==> src/rtl/ecc_pkg.sv <==
// Package for the encoder configuration, calibration and status block.
// Assumes a single 20 MHz device clock and a power-up reset.
package ecc_pkg;

    ////////////////////////////////////////////////////////////////////////
    localparam logic [6:0] ADDR_INTERP_HI = 7'h0b;
    localparam logic [6:0] ADDR_INTERP_LO = 7'h0c;
    localparam logic [6:0] ADDR_COMMIT = 7'h11;
    localparam logic [7:0] COMMIT_KEY = 8'ha1;
    localparam int FRAME_BITS = 16;
    localparam int CMD_BIT = 15;
    localparam int HI_FACTOR_MSB = 2;
    localparam int WCODE_LSB = 6;
    localparam logic [10:0] FACTOR_MAX = 11'h400;
    localparam logic [10:0] FACTOR_RESET = 11'h001;
    localparam logic [10:0] FACTOR_1X = 11'h001;
    localparam logic [7:0] STAGE_HI_RESET = 8'h00;
    localparam logic [7:0] STAGE_LO_RESET = 8'h01;

    ////////////////////////////////////////////////////////////////////////
    localparam logic [1:0] WCODE_90 = 2'h0;
    localparam logic [1:0] WCODE_180 = 2'h1;
    localparam logic [1:0] WCODE_BAD = 2'h2;
    localparam logic [1:0] WCODE_360 = 2'h3;

    typedef enum logic [1:0] {
        ECC_GATE_90 = 2'h0,
        ECC_GATE_180 = 2'h1,
        ECC_GATE_RAW = 2'h2,
        ECC_GATE_360 = 2'h3
    } ecc_gate_e;

    ////////////////////////////////////////////////////////////////////////
    localparam int CLK_HZ = 20000000;
    localparam int BLINK_PERIOD_MS = 500;
    localparam int BLINK_HALF_CYCLES = CLK_HZ / 1000 * BLINK_PERIOD_MS / 2;

    typedef enum logic [2:0] {
        ECC_PWR = 3'h0,
        ECC_RUN = 3'h1,
        ECC_INC = 3'h3,
        ECC_DONE = 3'h2,
        ECC_ERR = 3'h6,
        ECC_NORM = 3'h4
    } ecc_cal_e;

    // Order: a_pos, a_neg, b_pos, b_neg, i_pos, i_neg.
    typedef struct packed {
        logic a_pos;
        logic a_neg;
        logic b_pos;
        logic b_neg;
        logic i_pos;
        logic i_neg;
    } ecc_quad_s;

    localparam ecc_quad_s QUAD_FAULT = '{1'b1, 1'b0, 1'b1, 1'b0, 1'b0, 1'b1};

    typedef struct packed {
        logic inc_done;
        logic idx_done;
        logic failed;
    } ecc_cal_evt_s;

endpackage

==> src/rtl/ecc_core.sv <==
// Configuration, autocalibration and status logic of the encoder.
// Assumes SPI pins, calibration events and the raw channels are synchronous
// to clk; rst is the power-up reset, so a new calibration needs a new reset.
//
// Functional notes
// - Factor is 11 bits: 0x0B low three bits high part, 0x0C low byte.
// - Factor is plain binary; 256 is 0x0B bit 0, 1024 is bit 2.
// - Width code 00 gates 90, 01 gates 180, 11 gates 360 degrees.
// - At 1X no 360 gating; raw 330 degree index is used instead.
// - Calibration starts at power-up only with calibration request high.
// - Calibration progress shows on positive outputs: none, A, then B.
// - Failed calibration drives A and B positive high, index low.
// - Normal operation returns only after request removal and power cycle.
// - Calibration indicator blinks 500 ms running, high done, low else.
// - Status pins low at power-up; ready only in encoder-ready state.
// - Fault steady high at maximum light current, blinks on early warning.
// - Off-scale light fault forces a fixed differential output pattern.
// - Frames are 16 bits: command, 7-bit address, 8 data bits.
`timescale 1ns/100ps

module ecc_core #(
    parameter logic [23:0] BLINK_HALF = 24'(ecc_pkg::BLINK_HALF_CYCLES)
) (
    input wire logic clk,
    input wire logic rst,
    input wire logic spi_sel_n,
    input wire logic spi_sclk,
    input wire logic spi_din,
    output logic spi_dout,
    input wire logic calib_request,
    input wire ecc_pkg::ecc_cal_evt_s cal_evt,
    input wire logic light_max_current,
    input wire logic light_high_warn,
    input wire logic raw_a,
    input wire logic raw_b,
    input wire logic raw_index,
    output ecc_pkg::ecc_quad_s quad_out,
    output logic [10:0] interp_factor,
    output ecc_pkg::ecc_gate_e index_gate,
    output logic cfg_commit,
    output logic ready_indicator,
    output logic calib_indicator,
    output logic fault_indicator
);

    typedef struct packed {
        ecc_pkg::ecc_cal_e cal;
        logic sclk_q;
        logic [15:0] sh;
        logic [4:0] bits;
        logic [7:0] rd_sh;
        logic dout;
        logic [7:0] stage_hi;
        logic [7:0] stage_lo;
        logic [10:0] factor;
        logic [1:0] wcode;
        logic commit;
        logic [23:0] blink_cnt;
        logic blink;
        ecc_pkg::ecc_quad_s quad;
        logic ready;
        logic cal_ind;
        logic fault;
    } ecc_state_s;

    ecc_state_s st_r;
    ecc_state_s st_nxt;
    logic rise;
    logic fall;
    logic [15:0] word;
    logic [10:0] cand_factor;
    logic [1:0] cand_code;
    logic cand_write;

    assign rise = spi_sclk && !st_r.sclk_q;
    assign fall = !spi_sclk && st_r.sclk_q;
    assign word = {st_r.sh[14:0], spi_din};

    ////////////////////////////////////////////////////////////////////////
    always_comb
    begin
        st_nxt = st_r;
        st_nxt.sclk_q = spi_sclk;
        st_nxt.commit = 1'b0;
        cand_factor = {st_r.stage_hi[ecc_pkg::HI_FACTOR_MSB:0], st_r.stage_lo};
        cand_code = st_r.stage_hi[ecc_pkg::WCODE_LSB +: 2];
        cand_write = 1'b0;
        if (spi_sel_n)
        begin
            st_nxt.bits = '0;
        end
        else if (rise && st_r.bits < 5'(ecc_pkg::FRAME_BITS))
        begin
            st_nxt.sh = word;
            st_nxt.bits = st_r.bits + 5'h01;
            if (st_r.bits == 5'h07 && !word[7])
            begin
                unique case (word[6:0])
                    ecc_pkg::ADDR_INTERP_HI: st_nxt.rd_sh = st_r.stage_hi;
                    ecc_pkg::ADDR_INTERP_LO: st_nxt.rd_sh = st_r.stage_lo;
                    default: st_nxt.rd_sh = 8'h00;
                endcase
            end
            if (st_r.bits == 5'(ecc_pkg::FRAME_BITS - 1)
                && word[ecc_pkg::CMD_BIT])
            begin
                if (word[14:8] == ecc_pkg::ADDR_INTERP_HI)
                begin
                    st_nxt.stage_hi = word[7:0];
                    cand_write = 1'b1;
                end
                if (word[14:8] == ecc_pkg::ADDR_INTERP_LO)
                begin
                    st_nxt.stage_lo = word[7:0];
                    cand_write = 1'b1;
                end
                if (word[14:8] == ecc_pkg::ADDR_COMMIT
                    && word[7:0] == ecc_pkg::COMMIT_KEY)
                begin
                    st_nxt.commit = 1'b1;
                end
            end
        end
        else if (fall && st_r.bits >= 5'h08)
        begin
            st_nxt.dout = st_r.rd_sh[7];
            st_nxt.rd_sh = {st_r.rd_sh[6:0], 1'b0};
        end
        if (cand_write)
        begin
            cand_factor = {st_nxt.stage_hi[ecc_pkg::HI_FACTOR_MSB:0],
                           st_nxt.stage_lo};
            cand_code = st_nxt.stage_hi[ecc_pkg::WCODE_LSB +: 2];
            // A half-written pair may pass through zero; hold the old one.
            if (cand_factor != 11'h000 && cand_factor <= ecc_pkg::FACTOR_MAX
                && cand_code != ecc_pkg::WCODE_BAD)
            begin
                st_nxt.factor = cand_factor;
                st_nxt.wcode = cand_code;
            end
        end

        // One shared blink keeps both 500 ms indicators in phase.
        if (st_r.blink_cnt >= BLINK_HALF - 24'h000001)
        begin
            st_nxt.blink_cnt = '0;
            st_nxt.blink = !st_r.blink;
        end
        else
        begin
            st_nxt.blink_cnt = st_r.blink_cnt + 24'h000001;
        end

        unique case (st_r.cal)
            ecc_pkg::ECC_PWR: st_nxt.cal = calib_request ?
                ecc_pkg::ECC_RUN : ecc_pkg::ECC_NORM;
            ecc_pkg::ECC_RUN:
                if (cal_evt.failed) st_nxt.cal = ecc_pkg::ECC_ERR;
                else if (cal_evt.inc_done) st_nxt.cal = ecc_pkg::ECC_INC;
            ecc_pkg::ECC_INC:
                if (cal_evt.failed) st_nxt.cal = ecc_pkg::ECC_ERR;
                else if (cal_evt.idx_done) st_nxt.cal = ecc_pkg::ECC_DONE;
            // Calibration end states are left only by reset.
            ecc_pkg::ECC_DONE: st_nxt.cal = ecc_pkg::ECC_DONE;
            ecc_pkg::ECC_ERR: st_nxt.cal = ecc_pkg::ECC_ERR;
            ecc_pkg::ECC_NORM: st_nxt.cal = ecc_pkg::ECC_NORM;
            default: st_nxt.cal = ecc_pkg::ECC_PWR;
        endcase

        st_nxt.quad = '0;
        st_nxt.ready = 1'b0;
        st_nxt.cal_ind = 1'b0;
        st_nxt.fault = 1'b0;
        unique case (st_r.cal)
            ecc_pkg::ECC_RUN: st_nxt.cal_ind = st_r.blink;
            ecc_pkg::ECC_INC:
            begin
                st_nxt.quad.a_pos = 1'b1;
                st_nxt.cal_ind = st_r.blink;
            end
            ecc_pkg::ECC_DONE:
            begin
                st_nxt.quad.b_pos = 1'b1;
                st_nxt.cal_ind = 1'b1;
            end
            ecc_pkg::ECC_ERR:
            begin
                st_nxt.quad.a_pos = 1'b1;
                st_nxt.quad.b_pos = 1'b1;
            end
            ecc_pkg::ECC_NORM:
            begin
                if (light_max_current)
                begin
                    st_nxt.quad = ecc_pkg::QUAD_FAULT;
                    st_nxt.fault = 1'b1;
                end
                else
                begin
                    st_nxt.quad = '{raw_a, !raw_a, raw_b, !raw_b,
                                    raw_index, !raw_index};
                    st_nxt.fault = light_high_warn && st_r.blink;
                    st_nxt.ready = !light_high_warn;
                end
            end
            default:
            begin
                st_nxt.quad = '0;
            end
        endcase
    end

    always_ff @(posedge clk or posedge rst)
    begin
        if (rst)
        begin
            st_r <= '{ecc_pkg::ECC_PWR, 1'b0, 16'h0000, 5'h00, 8'h00, 1'b0,
                      ecc_pkg::STAGE_HI_RESET, ecc_pkg::STAGE_LO_RESET,
                      ecc_pkg::FACTOR_RESET, ecc_pkg::WCODE_90, 1'b0,
                      24'h000000, 1'b0, 6'h00, 1'b0, 1'b0, 1'b0};
        end
        else
        begin
            st_r <= st_nxt;
        end
    end

    ////////////////////////////////////////////////////////////////////////
    always_comb
    begin
        unique case (st_r.wcode)
            ecc_pkg::WCODE_180: index_gate = ecc_pkg::ECC_GATE_180;
            ecc_pkg::WCODE_360: index_gate =
                (st_r.factor == ecc_pkg::FACTOR_1X) ?
                ecc_pkg::ECC_GATE_RAW : ecc_pkg::ECC_GATE_360;
            default: index_gate = ecc_pkg::ECC_GATE_90;
        endcase
    end

    assign spi_dout = st_r.dout;
    assign quad_out = st_r.quad;
    assign interp_factor = st_r.factor;
    assign cfg_commit = st_r.commit;
    assign ready_indicator = st_r.ready;
    assign calib_indicator = st_r.cal_ind;
    assign fault_indicator = st_r.fault;

    ////////////////////////////////////////////////////////////////////////
    a_factor_valid: assert property (@(posedge clk) disable iff (rst)
        interp_factor != 11'h000 && interp_factor <= ecc_pkg::FACTOR_MAX
        && st_r.wcode != ecc_pkg::WCODE_BAD)
        else $error("Interpolation setting left the legal range.");
    a_raw_at_1x: assert property (@(posedge clk) disable iff (rst)
        interp_factor == ecc_pkg::FACTOR_1X
        |-> index_gate != ecc_pkg::ECC_GATE_360)
        else $error("360 degree gating offered at 1X.");
    a_cal_start: assert property (@(posedge clk) disable iff (rst)
        st_r.cal == ecc_pkg::ECC_PWR && calib_request
        |=> st_r.cal == ecc_pkg::ECC_RUN)
        else $error("Calibration did not start on request.");
    a_cal_inc_out: assert property (@(posedge clk) disable iff (rst)
        st_r.cal == ecc_pkg::ECC_INC
        |=> quad_out.a_pos && !quad_out.b_pos && !quad_out.i_pos)
        else $error("Incremental calibration pattern wrong.");
    a_cal_err_out: assert property (@(posedge clk) disable iff (rst)
        st_r.cal == ecc_pkg::ECC_ERR
        |=> quad_out.a_pos && quad_out.b_pos && !quad_out.i_pos)
        else $error("Calibration error pattern wrong.");
    a_no_resume: assert property (@(posedge clk) disable iff (rst)
        st_r.cal == ecc_pkg::ECC_DONE |=> st_r.cal == ecc_pkg::ECC_DONE
        && !ready_indicator)
        else $error("Left calibration without power cycle.");
    a_cal_done_ind: assert property (@(posedge clk) disable iff (rst)
        st_r.cal == ecc_pkg::ECC_DONE [*2] |-> calib_indicator)
        else $error("Calibration indicator not high after completion.");
    a_ready_only: assert property (@(posedge clk) disable iff (rst)
        ready_indicator |-> $past(st_r.cal) == ecc_pkg::ECC_NORM
        && !fault_indicator)
        else $error("Ready shown outside encoder-ready state.");
    a_fault_pattern: assert property (@(posedge clk) disable iff (rst)
        st_r.cal == ecc_pkg::ECC_NORM && light_max_current
        |=> quad_out == ecc_pkg::QUAD_FAULT && fault_indicator)
        else $error("Off-scale fault pattern not driven.");
    a_commit_key: assert property (@(posedge clk) disable iff (rst)
        cfg_commit |-> $past(word[7:0]) == ecc_pkg::COMMIT_KEY
        && $past(st_r.bits) == 5'h0f)
        else $error("Commit pulse without key frame.");

endmodule

==> config.mk <==
export PLATFORM = sky130hd
export DESIGN_NAME = ecc_core
export DESIGN_NICKNAME = d
export VERILOG_FILES = /design/src/rtl/ecc_pkg.sv /design/src/rtl/ecc_core.sv
export SDC_FILE = /design/constraint.sdc
export NUM_CORES = 1
export LEC_CHECK = 0
export ABC_AREA = 1
export BUFFER_PORTS_ARGS = -buffer_cell sky130_fd_sc_hd__clkbuf_2
export CORE_MARGIN = 2
export CORE_UTILIZATION = 50
export DETAILED_ROUTE_END_ITERATION = 7
export GPL_TIMING_DRIVEN = 1
export PLACE_DENSITY = 0.71
export RECOVER_POWER = 50
export SLEW_MARGIN = 10
export SYNTH_ARGS = -nofsm -noshare
export SYNTH_HDL_FRONTEND = slang
export SYNTH_SLANG_ARGS = --single-unit
export TNS_END_PERCENT = 50
==> constraint.sdc <==
create_clock -name clk -period 2.8 [get_ports clk]
set_input_delay 0.28 -clock clk [delete_from_list [all_inputs] [get_ports clk]]
set_output_delay 0.28 -clock clk [all_outputs]
set_load 0.05 [all_outputs]
# After elaboration in Yosys (flattened, before gate mapping)
# Index checks and enable logic that the tools add are counted.
word_totals:
  ff_bits: 97
  ram_bits: 0
  wordCells: 121
  out_inout_bits: 24
  mem_count: 0
  mem_bits_ro: 0
  in_bits: 14
  latchBits: 0
classes:
  n_addsub: 2
  n_reduce_logical: 31
  bitwise: 2
  muxes: 39
  mul: 0
  n_lt_le_gt_ge: 4
  shifts: 0
  n_eq_ne: 20
  n_div: 0
ops:
  columns: ["operator", "n"]
  rows:
  - ["$mux W16", 3]
  - ["$mux W8", 4]
  - ["$eq A7 B4 Y1 const B", 4]
  - ["$add A24 B1 Y24 const B", 1]
  - ["$ge A24 B23 Y1 const B", 1]
  - ["$mux W24", 1]
  - ["$mux W3", 6]
  - ["$pmux W3 S6", 1]
  - ["$pmux W8 S2", 1]
  - ["$mux W1", 15]
  - ["$eq A11 B1 Y1 const B", 1]
  - ["$le A11 B11 Y1 const B", 1]
  - ["$reduce_bool A11 Y1", 1]
  - ["$logic_and A1 B1 Y1", 10]
  - ["$mux W5", 2]
  - ["$mux W9", 1]
  - ["$eq A8 B8 Y1 const B", 1]
  - ["$logic_not A1 Y1", 8]
  - ["$eq A7 B5 Y1 const B", 1]
  - ["$eq A3 B2 Y1 const B", 2]
  - ["$eq A3 B3 Y1 const B", 2]
  - ["$mux W6", 1]
  - ["$ne A3 B3 Y1 const B", 2]
  - ["$pmux W1 S2", 3]
  - ["other kinds (18)", 25]

# Depth between registers and ports, before layout
# Gate-level depths: netlist (run 1).
depth:
  ltp_word: 9
  depth_mapped: 18
  depth_no_buf: 17

# Worst setup path after synthesis (run 1)
# Ideal clock, no wire load.
synth_path:
  kind: "register -> register"
  start: "register st_r[73] (netlist bit)"
  end: "register st_r, in the netlist interp_factor[10]"
  synth_period_minus_slack_ns: 2.148
  path_buffers: 2
  setup_ns: 0.117
  required_ns: 2.683
  t_arrival_ns: 2.031
  stages_incl_launch_ff: 18
  slack_ns: 0.652
  path_cell_list: "dfrtp_1 ha_1 nand2_1 nor2_1 ha_1 nand2_1 nor2_4 buf_6 nand3_1 nand2_1 nand2_2 nor2_2 nand2_2 o21ai_4 nand2_4 buf_6 nand2_1 nand2_1"
synth_between:
  elab_chain_cells: 9
  word_cells_on_any_way: 16
  cone_classes: "2 x order compare; 2 x eq/ne; 6 x mux; 6 x reduce/logical"
synth_rtl:
  columns: ["item", "line", "rtl"]
  rows:
  - ["from (decl)", "ecc_core.sv:66", "ecc_state_s st_r;"]
  - ["from (signal assigned)", "ecc_core.sv:217", "st_r <= '{ecc_pkg::ECC_PWR, 1'b0, 16'h0000, 5'h00, 8'h00, 1'b0,"]
  - ["from (signal assigned)", "ecc_core.sv:224", "st_r <= st_nxt;"]
  - ["branches (longest 9 deep; another with $le A11 B11 Y1)", null, null]
# Parallel ways; which one is timed is not known.
# A chain may end at the register's enable or synchronous reset.

# Worst setup path in the final report (run 1)
layout_path:
  start: "register st_r[74] (netlist bit)"
  end: "register st_r, in the netlist interp_factor[3]"
# The elaborated chain is that of the path after synthesis.

==> impl_metrics.csv, run 1 <==
group,metric,value,unit
layout,fin_util,56.2,%
clock_network,cts_made_buffers,9,
worst_setup_path,cp-start-kind,"flop",
grt,grtUsageTotal,19.6,%
placed_design,dpl.cell_count,717,
sta,rsz0062_at_grt,"false",
power,powerDensity,614,nW/µm²
layout,finalInstanceArea,5220,µm²
floorplan,rows,35,
synth,yosysWarnings,0,
power,p_comb_share,17.4,%
worst_setup_path,worstPathMaxFanout,12,
synth,synth_area_leaders,"dfrtp_1, nand2_1, inv_1, nor2_1, o21ai_0",
sta,hold_violations,0,
drt,vias,3728,
power,p_sw_share,31.2,%
sta,worst_slack,260,ps
floorplan,io_pins,38,
grt,grt_pass1_wl,16.4,mm
placed_design,pre_cts_ws,249,ps
sta,skew,9.45,ps
grt,antenna_found_initial,0,
synth,yosysTopAreaCellShare,49.5,%
grt,grt_max_degree,98,
drt,dr.first_iter.drc_count,177,
clock_network,clk_pin_slew_worst_paths,100,ps
synth,syn-mean-instance-area,8.34,µm²
synth,yosysTopAreaCell,"dfrtp_1",
job,drv_cap,1,
power,pwr-share-clk,31.7,%
clock_network,cts_tree,"yes",
power,power.total,3.20,mW
clock_network,clock_path_buffers,2,
sta,finalSetupTns,0,ps
clock_network,htreeDepth,3,
run_status,status,"complete, but fails checks",
run_status,violations,"capacitance limit, slew limit",
worst_setup_path,end_kind,"flop",
floorplan,die-area,10400,µm²
clock_network,cts-hold-fix-buffers,0,
floorplan,core_area,9280,µm²
sta,setup_violations,0,
clock_network,clock_latency,360,ps
power,seq_power_share,50.9,%
sta,holdWs,80.8,ps
layout,final_cells,736,
sta,fin_crit_sh,90.7,%
layout,nFillCells,879,
synth,ys_seq_elements,97,
power,intPower,2.20,mW
sta,fmax,0.394,GHz
worst_setup_path,cp_data_required_time,3100,ps
layout,antenna_cells,0,
floorplan,die_h,102,µm
grt,grt.overflow.total,0,
layout,areaGrowthSynthToFinish,8.57,%
layout,drive_above_1_share,14.2,%
worst_hold_path,hold_path.class,"input port to flop",
drt,vias_per_cell,5.07,
floorplan,die_w,102,µm
power,power_leakage,2.52,nW
synth,synth_commonest_cells,"nand2_1, dfrtp_1, inv_1",
grt,grt_pass1_vias,3614,
synth,synth_flop_cell,"dfrtp_1",
synth,ys_seq_area_share,50.6,%
sta,worstMarginPinSlew,2280,ps
synth,syn_area,4810,µm²
worst_setup_path,cp.arrival,2840,ps
placed_design,port_buffers,37,
synth,ys_types,42,
power,ir_worst_vdd,0.000374,V
placed_design,gp_congestion,0.910,
synth,synth-edff-count,0,
clock_network,root_buffer,"clkbuf_8",
drt,finalWirelength,9.29,mm
synth,yosysMostFrequentCell,"nand2_1",
drt,ant_nets,0,
sta,final_max_slew_viol_count,98,
floorplan,start_util,51.8,%
drt,first_pass_iters,5,
worst_setup_path,path_class,"flop to flop",
power,netSwitchingPower,1.00,mW
drt,wire_per_inst,12.6,µm
synth,syn-num-nets,594,
sta,period_minus_slack,2540,ps
sta,max_slew_margin,-52.1,%
placed_design,dpl-instance-area,5000,µm²
drt,drc_errors,0,
layout,layout.nets,620,
synth,synthCells,576,
placed_design,dp_hpwl,6.78,mm
synth,synthArstFlopShare,100,%
clock_network,cts_sinks,97,
## placed cells by master (no fill, tap or decap), types with 2 or more instances in the layout
master,n
bufinv_16,2
xor2_1,9
inv_1,70
a211oi_1,4
nand3_1,37
nand2_4,2
clkinvlp_4,2
nor2_1,52
xnor2_1,3
nor3b_1,2
o21ai_0,38
nand3_2,2
clkbuf_1,3
buf_4,6
nand2_2,2
o211ai_1,2
nand2_1,136
dfrtp_1,95
nand4_1,13
nor3_1,14
dfstp_2,2
o22ai_1,8
o21ai_4,2
a21oi_1,16
nor2_4,2
clkbuf_2,36
clkbuf_8,10
ha_1,4
inv_2,9
nor4_1,6
## power groups by stage
stage / sequential, mW / combinational (mW) / clock (mW)
6_report: 1.63 / 0.557 / 1.02
2_1_floorplan: 1.69 / 0.427 / 0
4_1_cts: 1.63 / 0.569 / 1.04
5_1_grt: 1.65 / 0.621 / 1.10
3_5_place_dp: 1.66 / 0.568 / 0
3_3_place_gp: 1.65 / 0.561 / 0
## flip-flops by register name, summed over array words and instances (netlist names), named ones only
signal,flops
st_r,74
interp_factor,11
spi_dout,1
fault_indicator,1
cfg_commit,1
calib_indicator,1
quad_out,6
ready_indicator,1
## worst max-delay path, stage by stage (launching register included)
cell and delay, ps:
dfrtp_1 380, ha_1 220, nand2_1 70, nor2_1 90
ha_1 150, nand2_1 90, nor2_4 270, nand3_1 180
nand2_1 140, nand2_2 70, nor2_2 110, nand2_2 70
o21ai_4 260, buf_4 190, nand3_1 90, nand2_1 90
## layout make-up
class                   instances  area (µm²)  area share, %
clock inverters                 6        90.1           1.73
well taps                     129         161           3.09
flip-flops and latches         97        2430           46.6
repair buffers                 45         236           4.53
inverters                      81         308           5.90
clock buffers                  10         138           2.64
multi-input cells             368        1850           35.5
## layer usage
| layer | vias to the layer above | track usage (%) | wire length [µm] |
|---|---|---|---|
| met5 | - | 0 | 0 |
| met4 | 0 | 7.08 | 152 |
| met3 | 13 | 3.63 | 392 |
| met2 | 76 | 32.5 | 4620 |
| met1 | 1747 | 26.0 | 4120 |
| li1 | 1892 | - | - |
## worst paths after layout
path                       slack, ps  depth (start not counted)                      endpoint                  from
min in group asynchronous        760                          3            st_r[33]$_DFF_PP0_                   rst
hold reg to reg                  480                          1            st_r[10]$_DFF_PP0_    st_r[10]$_DFF_PP0_
hold / removal                    80                          2         quad_out[4]$_DFF_PP0_                 raw_a
setup reg to reg                 260                         15  interp_factor[3]$_DFFE_PP0P_  st_r[74]$_DFFE_PP0P_
setup / recovery                 260                         15  interp_factor[3]$_DFFE_PP0P_  st_r[74]$_DFFE_PP0P_
max in group asynchronous        700                          3          st_r[87]$_DFFE_PP0P_                   rst
## timing repair
| item | in CTS | in global routing |
|---|---|---|
| buffers inserted | 0 | 3 |
| setup endpoints to repair | 0 | 13 |
| resized for setup | 0 | 2 |
## cells by family after synthesis
group / count (synthesis) / share of synthesized area, %
xor gates and xnor gates: 12 / 2.19
buffers and inverters: 111 / 10.7
AOI/OAI and AO/OA: 76 / 9.03
other: 1 / 0.0780
and+or+nand+nor: 275 / 26.4
DFF: 97 / 50.6
adders and majority gates: 4 / 1.04
(Power assumes the default switching activity.)
==> inputs of run 2 (changes only) <==
REMOVE_ABC_BUFFERS = 1   (was unset)
==> impl_metrics.csv, run 2 (synthesis gave the netlist of run 1 again) <==
group,metric,value,unit
worst_setup_path,r2r_slack,280,ps
worst_setup_path,worst_path_max_delay_cell,"dfrtp_1",
drt,vias_per_cell,5.01,
power,power.total,3.21,mW
worst_setup_path,crit_start,"st_r[74]$_DFFE_PP0P_",
sta,skew,8.94,ps
layout,antenna_cells,0,
layout,largest_register_ffs,74,
layout,layout.nets,620,
grt,grt_pass1_vias,3588,
power,pwr-share-clk,31.7,%
clock_network,clock_latency,370,ps
sta,fin_crit_sh,89.9,%
layout,final_common_cell,"nand2_1",
worst_setup_path,r2r-end,"interp_factor[5]$_DFFE_PP0P_",
layout,areaGrowthSynthToFinish,8.70,%
drt,ant_nets,0,
worst_setup_path,cp-start-kind,"flop",
worst_setup_path,cpPeakStageDelay,390,ps
sta,final_max_slew_viol_count,47,
worst_hold_path,hold_depth,2,
power,seq_power_share,50.8,%
power,ir_worst_vdd,0.000432,V
layout,layout_common_cells,"nand2_1, dfrtp_1, inv_1",
layout,seqCellArea,2430,µm²
worst_setup_path,cp.arrival,2770,ps
floorplan,core_area,9280,µm²
layout,fin_util,56.3,%
sta,fmax,0.397,GHz
job,drv_cap,1,
placed_design,pre_cts_ws,265,ps
clock_network,cts_made_buffers,9,
layout,multi_input_area,1850,µm²
clock_network,clk_pin_slew_worst_paths,90,ps
power,p_comb_share,17.6,%
placed_design,port_buffers,37,
power,netSwitchingPower,1.01,mW
floorplan,die-area,10400,µm²
grt,grt.overflow.total,0,
clock_network,root_buffer,"clkbuf_8",
drt,finalWirelength,9.24,mm
worst_setup_path,end_kind,"flop",
worst_setup_path,path_class,"flop to flop",
worst_hold_path,hold_path_end,"quad_out[4]$_DFF_PP0_",
clock_network,htreeDepth,3,
worst_setup_path,rr_worst_depth,15,
floorplan,die_w,102,µm
clock_network,cts_tree,"yes",
worst_hold_path,hold_path_startpoint,"raw_a",
worst_setup_path,cp_data_required_time,3060,ps
grt,grt_max_degree,52,
worst_setup_path,path_cells,"ha_1, nand2_1, nor2_1, ha_1, nand2_1, nor2_4, nand2_4, o21ai_2, nor2_1, nand3_1, nand2_1, inv_2, nand2_4, nand2_1, nand2_1",
clock_network,cts_sinks,97,
grt,grtUsageTotal,19.2,%
run_status,status,"complete, but fails checks",
worst_setup_path,reg2reg_from,"st_r[74]$_DFFE_PP0P_",
grt,antenna_found_initial,0,
clock_network,clock_path_buffers,2,
drt,drc_errors,0,
sta,setup_violations,0,
drt,wire_per_inst,12.5,µm
sta,worstMarginPinSlew,2010,ps
power,p_sw_share,31.3,%
sta,max_slew_margin,-34.7,%
worst_setup_path,path_common_cell,"nand2_1",
worst_setup_path,worstPathMaxFanout,15,
power,power_leakage,2.53,nW
floorplan,start_util,51.8,%
power,intPower,2.21,mW
floorplan,die_h,102,µm
power,powerDensity,615,nW/µm²
placed_design,gp_congestion,0.912,
floorplan,io_pins,38,
run_status,violations,"capacitance limit, slew limit",
sta,period_minus_slack,2520,ps
grt,grt_pass1_wl,16.0,mm
placed_design,dp_hpwl,6.69,mm
floorplan,rows,35,
drt,vias,3688,
sta,hold_violations,0,
worst_hold_path,hold_path.class,"input port to flop",
layout,top_register,"st_r",
sta,worst_slack,282,ps
layout,nFillCells,885,
layout,drive_above_1_share,14.5,%
drt,first_pass_iters,4,
clock_network,cts-hold-fix-buffers,0,
drt,dr.first_iter.drc_count,180,
[run 2: cell count changes in the layout (fill, tap and decap cells not counted), sizes merged]
cell    delta
buf        +1
clkbuf     -1
[run 2: layout make-up]
type / count / area share [%]
clock buffers: 10 / 2.63
clock inverters: 6 / 1.72
inverters: 81 / 5.84
multi-input cells: 368 / 35.4
flip-flops and latches: 97 / 46.5
well taps: 129 / 3.09
repair buffers: 45 / 4.84
[run 2: worst max path at each step]
stage	end	slack, ps	cells past startpoint
floorplan	asynchronous set/reset pin	-10	1
global placement	interp_factor[1]$_DFFE_PP0P_	330	15
detailed placement	interp_factor[1]$_DFFE_PP0P_	270	15
CTS	interp_factor[5]$_DFFE_PP0P_	220	15
global route	interp_factor[4]$_DFFE_PP0P_	-2	17
finish	interp_factor[5]$_DFFE_PP0P_	280	15
[run 2: routing by layer]
metal  wire length [µm]  GRT usage (%)
met5                  0              0
met4                140           6.46
met3                268           3.35
met2               4470           31.9
met1               4360           25.8
[run 2: worst max-delay path, delay by kind of cell (launching register included)]
kind	cells	cell delay [ps]
and+or+nand+nor	11	1180
DFF	1	390
AOI/OAI and AO/OA	1	280
buffers and inverters	1	200
adders and majority gates	2	360
[run 2: per-stage QoR]
| stage | instances | TNS [ps] | instance area, µm² | hold WS (ps) |
|---|---|---|---|---|
| 2_1_floorplan | 546 | -989 | 4600 | 311 |
| 3_3_place_gp | 716 | 0 | 4990 | 423 |
| 3_5_place_dp | 716 | 0 | 4990 | 435 |
| 4_1_cts | 732 | 0 | 5210 | 35.0 |
| 5_1_grt | 736 | -1.62 | 5220 | 74.8 |
| 6_report | 736 | 0 | 5220 | 71.9 |
[run 2: timing repair]
item | 4_1_cts | 5_1_grt
gates resized for setup | 0 | 1
setup buffers | 0 | 4
endpoints found under the setup margin | 0 | 13
endpoints found under the hold margin | 0 | 0
[run 2: power by group through the flow]
stage / sequential, mW / combinational (mW) / clock (mW)
global placement: 1.65 / 0.557 / 0
CTS: 1.63 / 0.572 / 1.05
global route: 1.65 / 0.631 / 1.10
detailed placement: 1.66 / 0.568 / 0
floorplan: 1.79 / 0.276 / 0
finish: 1.63 / 0.564 / 1.02
==> inputs of run 3 (changes only) <==
MAX_ROUTING_LAYER = met4   (was unset)
==> impl_metrics.csv, run 3 (synthesis gave the netlist of run 1 again) <==
group,metric,value,unit
worst_setup_path,path_class,"flop to flop",
floorplan,core_area,9280,µm²
sta,max_slew_margin,-35.3,%
power,pwr-share-clk,31.6,%
power,p_comb_share,17.6,%
layout,drive_above_1_share,14.5,%
drt,first_pass_iters,4,
run_status,violations,"capacitance limit, slew limit",
layout,finalInstanceArea,5220,µm²
sta,fmax,0.396,GHz
sta,final_max_slew_viol_count,47,
worst_setup_path,worstPathMaxFanout,15,
layout,areaGrowthSynthToFinish,8.70,%
worst_setup_path,cp-start-kind,"flop",
worst_setup_path,path_common_cell,"nand2_1",
placed_design,dpl-instance-area,4990,µm²
power,intPower,2.21,mW
power,netSwitchingPower,1.00,mW
drt,wire_per_inst,12.6,µm
floorplan,die_h,102,µm
floorplan,rows,35,
drt,dr.first_iter.drc_count,178,
power,power_leakage,2.53,nW
drt,finalWirelength,9.29,mm
grt,grt_pass1_wl,16.0,mm
placed_design,pre_cts_ws,265,ps
clock_network,cts_sinks,97,
job,drv_cap,1,
clock_network,clock_path_buffers,2,
worst_setup_path,cp_data_required_time,3060,ps
grt,grt.overflow.total,0,
layout,final_common_cell,"nand2_1",
clock_network,cts-hold-fix-buffers,0,
layout,antenna_cells,0,
sta,skew,8.73,ps
layout,largest_register_ffs,74,
clock_network,clk_pin_slew_worst_paths,90,ps
layout,layout_common_cells,"nand2_1, dfrtp_1, inv_1",
sta,worstMarginPinSlew,2020,ps
sta,period_minus_slack,2520,ps
drt,vias,3696,
power,seq_power_share,50.8,%
layout,top_register,"st_r",
sta,fin_crit_sh,90.1,%
drt,vias_per_cell,5.02,
drt,ant_nets,0,
sta,finalSetupTns,0,ps
grt,grt_max_degree,52,
floorplan,die-area,10400,µm²
sta,hold_violations,0,
layout,fin_util,56.3,%
worst_setup_path,worst_path_max_delay_cell,"dfrtp_1",
layout,layout.nets,620,
worst_setup_path,cp_top_family,"simple AND/OR/NAND/NOR gates",
worst_setup_path,r2r_slack,280,ps
power,ir_worst_vdd,0.000430,V
power,power.total,3.21,mW
clock_network,htreeDepth,3,
placed_design,gp_congestion,0.928,
worst_setup_path,cpPeakStageDelay,390,ps
clock_network,root_buffer,"clkbuf_8",
clock_network,clock_latency,360,ps
grt,grtUsageTotal,19.8,%
power,powerDensity,614,nW/µm²
sta,setup_violations,0,
grt,antenna_found_initial,0,
worst_setup_path,cp.arrival,2780,ps
worst_hold_path,hold_path.class,"input port to flop",
placed_design,dp_hpwl,6.69,mm
worst_setup_path,critPathBufInv,1,
worst_setup_path,end_kind,"flop",
run_status,status,"complete, but fails checks",
grt,grt_pass1_vias,3583,
power,p_sw_share,31.2,%
floorplan,io_pins,38,
clock_network,cts_made_buffers,9,
placed_design,port_buffers,37,
sta,worst_slack,277,ps
floorplan,die_w,102,µm
clock_network,cts_tree,"yes",
floorplan,start_util,51.8,%
worst_setup_path,path_cells,"ha_1, nand2_1, nor2_1, ha_1, nand2_1, nor2_4, nand2_4, o21ai_2, nor2_1, nand3_1, nand2_1, inv_2, nand2_4, nand2_1, nand2_1",
drt,drc_errors,0,
[run 3: cell counts in the layout (fill, tap and decap cells not counted)]
Identical to the previous run, type by type.
[run 3: area by class of cell]
class / count / area (µm²)
Fill cell: 885 / 4060
Timing Repair Buffer: 45 / 253
Inverter: 81 / 305
Clock buffer: 10 / 138
Sequential cell: 97 / 2430
Multi-Input combinational cell: 368 / 1850
Tap cell: 129 / 161
Clock inverter: 6 / 90.1
[run 3: power groups by stage]
stage | clock (mW) | sequential (mW) | combinational, mW
2_1_floorplan | 0 | 1.79 | 0.276
3_3_place_gp | 0 | 1.65 | 0.557
3_5_place_dp | 0 | 1.66 | 0.568
4_1_cts | 1.05 | 1.63 | 0.572
5_1_grt | 1.10 | 1.65 | 0.631
6_report | 1.01 | 1.63 | 0.564
[run 3: metal layers]
metal,part of all wire (%),GRT usage [%]
met1,47,25.9
met2,49,31.8
met3,2.8,3.35
met4,1.2,6.46
met5,0,-
[run 3: worst paths after layout]
check                      cells past startpoint                 start                      endpoint
setup / recovery                              15  st_r[74]$_DFFE_PP0P_  interp_factor[5]$_DFFE_PP0P_
hold / removal                                 2                 raw_a         quad_out[4]$_DFF_PP0_
setup reg to reg                              15  st_r[74]$_DFFE_PP0P_  interp_factor[5]$_DFFE_PP0P_
hold reg to reg                                1    st_r[10]$_DFF_PP0_            st_r[10]$_DFF_PP0_
max in group asynchronous                      3                   rst            st_r[55]$_DFF_PP0_
min in group asynchronous                      2                   rst            st_r[33]$_DFF_PP0_
[run 3: metrics by stage]
| stage | std cells | hold WS [ps] |
|---|---|---|
| 2_1_floorplan | 546 | 311 |
| 3_3_place_gp | 716 | 423 |
| 3_5_place_dp | 716 | 435 |
| 4_1_cts | 732 | 35.0 |
| 5_1_grt | 736 | 74.8 |
| 6_report | 736 | 71.4 |
[run 3: timing repair]
action                                  in CTS  in global routing
setup buffers                                0                  4
hold endpoints to repair                     0                  0
endpoints found under the setup margin       0                 13
resized for setup                            0                  1
